## src/deb_pkg.sv

```systemverilog
`default_nettype none
package deb_pkg;
	// object indices of the dictionary entries
	localparam logic [15:0] IDX_DEVICE_TYPE   = 16'h1000;
	localparam logic [15:0] IDX_ERROR_SUMMARY = 16'h1001;
	localparam logic [15:0] IDX_ERROR_HISTORY = 16'h1003;
	// subindex of the history count
	localparam logic [7:0]  SUB_COUNT         = 8'h00;
	localparam logic [7:0]  SUB_FIRST_ENTRY   = 8'h01;
	localparam logic [7:0]  SUB_LAST_ENTRY    = 8'h08;
	// device-type word fields
	localparam logic [7:0]  MOTOR_BLDC        = 8'h02;
	localparam logic [7:0]  MOTOR_STEPPER     = 8'h04;
	localparam logic [7:0]  MOTOR_BOTH        = 8'h06;
	localparam logic [15:0] PROFILE_DRIVE     = 16'h0192;
	localparam logic [7:0]  DEVICE_TYPE_PAD   = 8'h00;
	localparam logic [31:0] DEVICE_TYPE_RESET = 32'h00060192;
	// error summary bit positions
	localparam int BIT_GENERAL = 0;
	localparam int BIT_CURRENT = 1;
	localparam int BIT_VOLTAGE = 2;
	localparam int BIT_TEMP    = 3;
	localparam int BIT_LINK    = 4;
	localparam int BIT_PROFILE = 5;
	localparam int BIT_UNUSED  = 6;
	localparam int BIT_VENDOR  = 7;
	localparam logic [7:0] SUMMARY_LIVE_MASK = 8'hbf;
	// history entry layout
	localparam int ENTRY_NUM_LSB   = 24;
	localparam int ENTRY_CLASS_LSB = 16;
	// answers
	localparam logic [31:0] ABORT_NO_DATA   = 32'h08000024;
	localparam logic [31:0] ABORT_NO_OBJECT = 32'h06020000;
	localparam logic [31:0] ABORT_READ_ONLY = 32'h06010002;
	localparam logic [31:0] ABORT_BAD_VALUE = 32'h06090030;
	localparam logic [7:0]  ZERO_BYTE       = 8'h00;
	localparam logic [31:0] ZERO_WORD       = 32'h00000000;
endpackage
`default_nettype wire

```

## src/deb_bank.sv

```systemverilog
`timescale 1ns/1ps
`default_nettype none
// Behaviour
// read-only type word, preset 00060192h
// bits 23:16 give motor type
// low half gives profile 0192h
// summary bit follows live error
// fixed summary bit map, bit 6 zero
// each error records 32-bit history code
// newest at entry 1, oldest dropped
// subindex 0 reports error count
// empty stack entry read aborts 08000024h
// writing zero restarts error counting
// entry: number, class, code fields
// count saturates at eight
module deb_bank
	import deb_pkg::*;
#(
	parameter logic [7:0] MOTOR_TYPE = MOTOR_BOTH  // supported motor type
) (
	input  wire logic        clk_sys,            // system clock
	input  wire logic        reset_n,            // async reset, low
	input  wire logic        general_fault_flag, // general error live
	input  wire logic        current_fault_flag, // current error live
	input  wire logic        voltage_fault_flag, // voltage error live
	input  wire logic        temp_fault_flag,    // temperature error live
	input  wire logic        link_fault_flag,    // communication error live
	input  wire logic        profile_fault_flag, // profile error live
	input  wire logic        unused_flag,        // reserved, ignored
	input  wire logic        vendor_fault_flag,  // vendor error live
	input  wire logic        err_event,          // new error pulse
	input  wire logic [7:0]  err_number,         // cause number
	input  wire logic [15:0] err_code,           // detailed code
	input  wire logic        req_valid,          // access request pulse
	input  wire logic        req_write,          // 1 write, 0 read
	input  wire logic [15:0] req_index,          // object index
	input  wire logic [7:0]  req_subindex,       // object subindex
	input  wire logic [31:0] req_wdata,          // write data
	output logic             rsp_valid,          // answer pulse
	output logic             rsp_abort,          // answer is an abort
	output logic      [31:0] rsp_data,           // read data or abort code
	output logic      [7:0]  error_summary       // live summary byte
);
	// only three motor codes exist, refuse anything else at elaboration
	if (MOTOR_TYPE != MOTOR_BLDC && MOTOR_TYPE != MOTOR_STEPPER
		&& MOTOR_TYPE != MOTOR_BOTH) begin : g_bad_motor
		$error("motor type must be 2, 4 or 6");
	end

	logic [7:0]  summary_q;    // registered summary byte
	logic [7:0]  summary_d;    // live summary
	logic        rsp_valid_q;  // answer strobe
	logic        rsp_abort_q;  // abort flag
	logic [31:0] rsp_data_q;   // answer word
	logic [31:0] hist_word;    // selected history entry
	logic [7:0]  hist_count;   // history count
	logic [2:0]  hist_slot;    // selected slot
	logic        hist_clear;   // count restart
	logic        entry_sel;    // subindex in 1..8
	logic [31:0] dev_type;     // device-type word

	// motor type in bits 23:16, profile in low half
	assign dev_type = {DEVICE_TYPE_PAD, MOTOR_TYPE, PROFILE_DRIVE};

	// fixed bit map, reserved bit held at zero
	always_comb begin
		summary_d              = ZERO_BYTE;
		summary_d[BIT_GENERAL] = general_fault_flag;
		summary_d[BIT_CURRENT] = current_fault_flag;
		summary_d[BIT_VOLTAGE] = voltage_fault_flag;
		summary_d[BIT_TEMP]    = temp_fault_flag;
		summary_d[BIT_LINK]    = link_fault_flag;
		summary_d[BIT_PROFILE] = profile_fault_flag;
		summary_d[BIT_UNUSED]  = 1'b0;  // unused_flag deliberately dropped
		summary_d[BIT_VENDOR]  = vendor_fault_flag;
	end

	// summary follows live errors, no clearing write
	always_ff @(posedge clk_sys or negedge reset_n) begin
		if (!reset_n) summary_q <= ZERO_BYTE;
		else          summary_q <= summary_d;
	end
	assign error_summary = summary_q;

	// entries 1..8 map to slots 0..7
	assign entry_sel  = req_subindex >= SUB_FIRST_ENTRY && req_subindex <= SUB_LAST_ENTRY;
	assign hist_slot  = 3'(req_subindex - SUB_FIRST_ENTRY);
	// a zero write to subindex 0 restarts the count
	assign hist_clear = req_valid && req_write && req_index == IDX_ERROR_HISTORY
		&& req_subindex == SUB_COUNT && req_wdata == ZERO_WORD;

	// every error pushes a word, number, class, code
	deb_history #(
		.DEPTH (8)
	) u_history (
		.clk_sys   (clk_sys),
		.reset_n   (reset_n),
		.push      (err_event),
		.push_word ({err_number, summary_d, err_code}),
		.clear     (hist_clear),
		.rd_slot   (hist_slot),
		.rd_word   (hist_word),
		.count     (hist_count)
	);

	// access decoder, one answer per request one cycle later
	always_ff @(posedge clk_sys or negedge reset_n) begin
		if (!reset_n) begin
			rsp_valid_q <= 1'b0;
			rsp_abort_q <= 1'b0;
			rsp_data_q  <= ZERO_WORD;
		end else begin
			rsp_valid_q <= req_valid;
			rsp_abort_q <= 1'b0;
			rsp_data_q  <= ZERO_WORD;
			if (!req_valid) begin
				rsp_valid_q <= 1'b0;
			end else if (req_index == IDX_DEVICE_TYPE && req_subindex == SUB_COUNT) begin
				// read-only, writes refused
				rsp_abort_q <= req_write;
				rsp_data_q  <= req_write ? ABORT_READ_ONLY : dev_type;
			end else if (req_index == IDX_ERROR_SUMMARY && req_subindex == SUB_COUNT) begin
				rsp_abort_q <= req_write;
				rsp_data_q  <= req_write ? ABORT_READ_ONLY : {24'h000000, summary_q};
			end else if (req_index == IDX_ERROR_HISTORY && req_subindex == SUB_COUNT) begin
				// count read; only zero may be written
				if (req_write && req_wdata != ZERO_WORD) begin
					rsp_abort_q <= 1'b1;
					rsp_data_q  <= ABORT_BAD_VALUE;
				end else if (!req_write) begin
					rsp_data_q  <= {24'h000000, hist_count};
				end
			end else if (req_index == IDX_ERROR_HISTORY && entry_sel) begin
				// empty stack refuses entry reads
				if (req_write) begin
					rsp_abort_q <= 1'b1;
					rsp_data_q  <= ABORT_READ_ONLY;
				end else if (hist_count == ZERO_BYTE) begin
					rsp_abort_q <= 1'b1;
					rsp_data_q  <= ABORT_NO_DATA;
				end else begin
					rsp_data_q  <= hist_word;
				end
			end else begin
				rsp_abort_q <= 1'b1;
				rsp_data_q  <= ABORT_NO_OBJECT;
			end
		end
	end

	assign rsp_valid = rsp_valid_q;
	assign rsp_abort = rsp_abort_q;
	assign rsp_data  = rsp_data_q;
endmodule
`default_nettype wire

```

## src/deb_history.sv

```systemverilog
`timescale 1ns/1ps
`default_nettype none
// eight-deep shifting error stack with saturating count
module deb_history
	import deb_pkg::*;
#(
	parameter int DEPTH = 8
) (
	input  wire logic        clk_sys,    // system clock
	input  wire logic        reset_n,    // async reset, low
	input  wire logic        push,       // new error this cycle
	input  wire logic [31:0] push_word,  // entry to store
	input  wire logic        clear,      // restart counting
	input  wire logic [2:0]  rd_slot,    // slot 0 is newest
	output logic      [31:0] rd_word,    // selected entry
	output logic      [7:0]  count       // errors recorded
);
	// rd_slot is three bits, so exactly eight slots can be reached
	if (DEPTH != 8) begin : g_bad_depth
		$error("history depth must be 8");
	end

	logic [31:0] stack_q [DEPTH];  // slot 0 newest
	logic [7:0]  count_q;          // saturating count

	// shift and insert
	always_ff @(posedge clk_sys or negedge reset_n) begin
		if (!reset_n) begin
			for (int i = 0; i < DEPTH; i++) stack_q[i] <= ZERO_WORD;
		end else if (push) begin
			// oldest entry falls off the end
			for (int i = DEPTH - 1; i > 0; i--) stack_q[i] <= stack_q[i - 1];
			stack_q[0] <= push_word;
		end
	end

	// count saturates at depth
	// a push in the clearing cycle counts as one, so it is not lost
	always_ff @(posedge clk_sys or negedge reset_n) begin
		if (!reset_n) begin
			count_q <= ZERO_BYTE;
		end else if (clear) begin
			count_q <= push ? 8'h01 : ZERO_BYTE;
		end else if (push && count_q != 8'(DEPTH)) begin
			count_q <= count_q + 8'h01;
		end
	end

	assign rd_word = stack_q[rd_slot];
	assign count   = count_q;
endmodule
`default_nettype wire

```

## config.mk

```make
export PLATFORM = sky130hd
export DESIGN_NAME = deb_bank
export DESIGN_NICKNAME = d
export VERILOG_FILES = /design/src/deb_pkg.sv /design/src/deb_bank.sv /design/src/deb_history.sv
export SDC_FILE = /design/constraint.sdc
export NUM_CORES = 1
export LEC_CHECK = 0
export ABC_AREA = 1
export BUFFER_PORTS_ARGS = -buffer_cell sky130_fd_sc_hd__buf_2
export CAP_MARGIN = 10
export CORE_AREA = 2 2 193 195
export CTS_CLUSTER_SIZE = 10
export DETAILED_ROUTE_END_ITERATION = 6
export DIE_AREA = 0 0 195 197
export PLACE_DENSITY_LB_ADDON = 0.2
export SLEW_MARGIN = 20
export SYNTH_ARGS = -nofsm -noshare
export SYNTH_HDL_FRONTEND = slang
export SYNTH_HIERARCHICAL = 1
export SYNTH_SLANG_ARGS = --single-unit
export TNS_END_PERCENT = 20
```

## constraint.sdc

```tcl
create_clock -name clk_sys -period 1.59 [get_ports clk_sys]
set_input_delay 0.2385 -clock clk_sys [delete_from_list [all_inputs] [get_ports clk_sys]]
set_output_delay 0.2385 -clock clk_sys [all_outputs]
set_load 0.005 [all_outputs]
```

Word level (Yosys, flattened, before mapping)
Index checks and enable logic that the tools add are counted.
Widths: inputs -> output; s select.
{"block": "word_totals", "output_inout_bits": 42, "reg_bits": 297, "input_bits": 93}
{"block": "classes", "n_lt_le_gt_ge": 3, "n_eq_ne": 4, "muxes": 26, "reduce_logical": 16, "n_addsub": 2, "bitwise": 1}
{"cell": "$mux 32", "count": 9}
{"cell": "$bmux 32 s3", "count": 1}
{"cell": "$mux 27", "count": 3}
{"cell": "$eq 16x13->1 const B", "count": 3}
{"cell": "$logic_not 32->1", "count": 1}
{"cell": "$reduce_bool 32->1", "count": 1}
{"cell": "$mux 8", "count": 3}
{"cell": "$logic_not 8->1", "count": 2}
{"cell": "$logic_and 1x1->1", "count": 11}
{"cell": "$mux 1", "count": 10}
{"cell": "$add 8x1->8 const B", "count": 1}
{"cell": "$ge 8x1->1 const B", "count": 1}
{"cell": "$le 8x4->1 const B", "count": 1}
{"cell": "$ne 8x4->1 const B", "count": 1}
{"cell": "$ge 4x4->1 const B", "count": 1}
{"cell": "$not 3->4", "count": 1}
{"cell": "$sub 3x1->3 const B", "count": 1}
{"cell": "$reduce_bool 2->1", "count": 1}

Depth between registers and ports, before layout
{"block": "depth", "word_depth": 12, "ltp_mapped": 15, "ltp_nobuf": 13}

By module
The synthesis kept the hierarchy.
{"mod": "deb_history", "cells_per_inst": 1460, "seq_area_each_um2": 6606.3, "n_inst": 1, "area_each_um2": 12100.4}
{"mod": "deb_bank", "cells_per_inst": 295, "seq_area_each_um2": 1026.0, "n_inst": 1, "area_each_um2": 2209.6}

Worst setup path after synthesis
Ideal clock, no wire load.
{"block": "synth_timing", "kind": "in2reg", "startpoint": "in req_subindex[0]", "endpoint": "reg u_history.count_q[0], in the netlist u_history/count[0]", "stages": 12, "t_required_ns": 1.524, "arrival_ns": 1.862, "setup_ns": 0.066, "path_slack_ns": -0.338, "n_path_buf": 0, "cell_sequence": "inv_1 -> ha_1 -> nand2_1 -> nor2_4 -> nand3_4 -> inv_2 -> nand2_1 -> nor3_1 -> inv_1 -> nand2_1 -> o211ai_1 -> nand2_1"}
{"block": "synth_between", "elab_chain_len": 4}
{"item": "start: declaration", "line": "deb_bank.sv:37", "source": "input wire logic [7:0] req_subindex,"}
{"item": "$logic_not 8->1 (*)", "line": "deb_bank.sv:90", "source": "&& req_subindex == SUB_COUNT && req_wdata == ZERO_WORD;"}
{"item": "$logic_and 1x1->1 (*) (2 in series)", "line": "deb_bank.sv:90"}
{"item": "via hist_clear", "line": "deb_bank.sv:58", "source": "logic hist_clear;"}
{"item": "$mux 8 or $reduce_bool 2->1 (tied branches)"}
{"item": "end signal: assignment", "line": "deb_history.sv:43", "source": "count_q <= push ? 8'h01 : ZERO_BYTE;"}
{"item": "end signal: assignment", "line": "deb_history.sv:45", "source": "count_q <= count_q + 8'h01;"}
{"item": "end: declaration", "line": "deb_history.sv:24", "source": "logic [7:0] count_q;"}
Mark *: on every way through the listed nets, which the timed path passes. The rest lies on a longest branch.
A chain may end at the register's enable or synchronous reset.

Worst setup path after layout
{"block": "layout_timing", "startpoint": "reg u_history.count_q[7], in the netlist u_history/count[7]", "endpoint": "reg rsp_data_q[7], in the netlist rsp_data[7]"}
{"block": "layout_between", "elab_chain_len": 8}
{"item": "$logic_not 8->1", "line": "deb_bank.sv:138", "source": "end else if (hist_count == ZERO_BYTE) begin"}
{"item": "$mux 32", "line": "deb_bank.sv:138"}
{"item": "$mux 32", "line": "deb_bank.sv:135", "source": "if (req_write) begin"}
{"item": "$mux 32", "line": "deb_bank.sv:133", "source": "end else if (req_index == IDX_ERROR_HISTORY && entry_sel) begin"}
{"item": "$mux 32 (*)", "line": "deb_bank.sv:125", "source": "end else if (req_index == IDX_ERROR_HISTORY && req_subindex == SUB_COUNT) begin"}
{"item": "$mux 32 (*)", "line": "deb_bank.sv:122", "source": "end else if (req_index == IDX_ERROR_SUMMARY && req_subindex == SUB_COUNT) begin"}
{"item": "$mux 32 (*)", "line": "deb_bank.sv:118", "source": "end else if (req_index == IDX_DEVICE_TYPE && req_subindex == SUB_COUNT) begin"}
{"item": "$mux 32 (*)", "line": "deb_bank.sv:116", "source": "if (!req_valid) begin"}
{"item": "end signal: assignment", "line": "deb_bank.sv:121", "source": "rsp_data_q <= req_write ? ABORT_READ_ONLY : dev_type;"}
{"item": "end signal: assignment", "line": "deb_bank.sv:124", "source": "rsp_data_q <= req_write ? ABORT_READ_ONLY : {24'h000000, summary_q};"}
{"item": "end signal: assignment", "line": "deb_bank.sv:131", "source": "rsp_data_q <= {24'h000000, hist_count};"}
{"item": "end: declaration", "line": "deb_bank.sv:54", "source": "logic [31:0] rsp_data_q;"}
Every way passes the cells marked *; elsewhere a longest branch is shown, timed or not.

==> summary.txt <==
Outcome
  – Status: complete, no violations

Floorplan
  – Starting density of the core: slightly below 40%
  – Die area: a little under 40000 µm²
  – Die width: between 150 and 200 µm
  – Core area: 36300 µm²
  – Die Y: 197 µm
  – Num rows: 70
  – Io pins: 135

Clock tree
  – CTS max path bufs: 3
  – Number of CTS-inserted buffers: 37
  – Clock latency on the worst-skew pair: around 0.53 ns
  – Htree depth: 2
  – CTS tree: built
  – Clock transition at path regs: 0.06 ns
  – Clk sinks: ~310
  – CTS root buf: clkbuf_16

Timing
  – Final min period: between 1 and 1.5 ns
  – RSZ-0062 raised after global routing: true
  – PnR worst setup slack: 0.105 ns
  – Pins Over Slew Limit: 0
  – Max-slew headroom: approximately two thirds
  – Tightest Pin Transition: around 0.5 ns
  – Max frequency: 0.673 GHz
  – Final hold vios: 0
  – WHS: approximately 0.11 ns
  – Final Cycle Share: 93.4%
  – Setup Skew: approximately 0.019 ns
  – Final setup fails: 0

Detailed routing
  – DR vias: between 10000 and 15000
  – Iter 0 DRT Violations: ~800
  – # DRC: 0
  – Total wire length: 38100 µm
  – ANT nets after route: 0
  – Avg Vias per Cell: approximately 5
  – DR WL/cell: about 16 µm
  – Drt first pass iters: 5

Logic synthesis
  – EDFF count, synth: 0
  – Synth cell count leaders: nand2_1, dfrtp_1, o21ai_0, inv_1, nand3_1
  – Ys flop type: dfrtp_1
  – Top cell type's share of synthesized area: 53.3%
  – Largest family of logic cells by synthesized area: simple AND/OR/NAND/NOR gates
  – Mux cell area share after synthesis: 0%
  – Netlist cell types: 33
  – Simple-gate share of the synthesized area: 21.5%
  – Sequential area share after synthesis: 53.3%
  – Synthesized cell area: between 10000 and 15000 µm²
  – Top cells by area, synth: dfrtp_1, nand2_1, o21ai_0, inv_1, o211ai_1
  – Leading area contributor after synthesis: dfrtp_1
  – Synth Area per Inst: ~8 µm²
  – Adder-cell area share of the yosys netlist: less than 1%
  – #FFs+latches synth: between 300 and 400
  – Xor-xnor portion of the synthesized cell area: less than 1%
  – Asr flop ratio synth: 100%
  – Area fraction in compound gates after synthesis: between 10% and 20%
  – Ys Warns: 6
  – Count leader, synth: nand2_1
  – Cells after Synth: 1755

Global routing
  – Pin count of the biggest net entering global routing: ~60
  – Number of global-route vias before repair: roughly 12000
  – First-pass GRT wire length: around 62000 µm
  – Total track usage: about a fifth
  – Initial antenna violation count: 2
  – Remaining Overflow, GRT: 0

Critical path
  – CP arrival: roughly 1.9 ns
  – Most frequent CP cell: nor2_1
  – Critical-path top delay cell: dfrtp_1
  – Flop2flop setup slack: between 0.1 and 0.15 ns
  – Crit path max fanout: 17
  – Crit Path Category: reg2reg
  – Startpoint Class: flop
  – Biggest cell delay along the critical path: about 0.38 ns
  – Critical Path RT: around 2.0 ns
  – Crit path capture type: flop
  – CP Cell Sequence: nor2_1, nand2_1, nor2_2, nor2_2, nand3_4, buf_12, nor2_1, nor2_1, nor2_1

Final layout
  – Non-Filler Instances: approximately 2400
  – Share of cells above drive strength 1: between 10% and 20%
  – N_diodes: 0
  – Final Core Density: ~49%
  – NumNets Final: between 2000 and 2500
  – Area Overhead vs Synth: 24.1%

Pwr
  – Leak pwr: about 8.5 nW
  – Pwr per Cell Area: 1150 nW/µm²
  – IR drop worst, VDD: approximately 0.0008 V
  – Pwr Total: approximately 21 mW

Place
  – Placed wire-length estimate: 26600 µm
  – Setup slack at placement: -0.357 ns
  – Placed cell count: around 2400
  – Final Wtd Congestion: about 0.86
  – Buffers on Ports: 132

Hold path
  – Hold Path Class: in2reg

Flow run
  – Max-Cap Viols: 0
==> state kept, by name, summed over array words and instances, names as in the netlist <==
name	cells
error_summary	7
rsp_abort	1
rsp_data	32
rsp_valid	1
u_history/count	8
u_history/stack_q	256
==> metrics by stage <==
step	TNS [ns]	area [µm²]
after floorplan	-0.00355	14500
after global placement	-9.88	16400
after detailed placement	-11.00	16400
after CTS	0	17800
after global routing	-0.00283	17800
final	0	17800
==> path summary, 6_finish.rpt <==
check | start | depth (start not counted) | to
min in group asynchronous | reset_n | 2 | u_history/stack_q[163]
setup / recovery | u_history/count[7] | 9 | rsp_data[7]
hold reg to reg | u_history/stack_q[126] | 2 | u_history/stack_q[94]
max in group asynchronous | reset_n | 3 | u_history/stack_q[47]
hold / removal | err_event | 4 | u_history/stack_q[244]
setup reg to reg | u_history/count[7] | 9 | rsp_data[7]
==> metal layers <==
metal | share of wire, % | track usage [%] | up-vias | wire, µm
li1 | - | - | 6086 | -
met1 | 49 | 29.7 | 5760 | 18600
met2 | 45 | 31.0 | 231 | 17000
met3 | 4.2 | 2.84 | 51 | 1610
met4 | 2.1 | 5.77 | 0 | 805
met5 | 0 | 0 | - | 0
==> area by class of cell <==
type,count,area (µm²)
fillers,3582,18500
repair buffers,278,2280
clock buffers,43,1000
flip-flops and latches,305,7630
clock inverters,3,47.5
multi-input cells,1171,5560
inverters,169,647
well taps,468,586
==> worst max-delay path, delay by kind of cell (launching register included) <==
kind                   cells  cell delay, ns
AND/OR/NAND/NOR            8            0.82
flip-flops                 1            0.38
buffers and inverters      1            0.18
==> report_power, final <==
part,internal [mW],switching (mW),total [mW]
clock network,4.56,3.09,7.65
registers,8.71,0.529,9.24
logic,1.46,2.16,3.62
==> layout by cell type, fill, tap and decap left out, drive strengths merged, types with 3 or more instances in the layout <==
master,n
ha,4
nor3,3
nor2,88
nand3,95
inv,170
a21oi,72
buf,244
o21ai,297
clkbuf,44
dfrtp,305
dlygate4sd3,33
nand2,494
o211ai,66
nand4,11
and2,32
==> cell families after synthesis <==
group           Yosys count
other cells               1
simple gates            725
buf+inv                 280
compound gates          438
flops                   305
fa+ha+maj                 4
xor+xnor                  2
==> repair_timing <==
item / in CTS / in global routing
endpoints found under the setup margin: 0 / 16
buffers inserted: 0 / 0
resized for setup: 0 / 2
hold endpoints to repair: 105 / 0
hold buffers: 33 / 0
No activity file was read; power rests on OpenSTA's default activity.
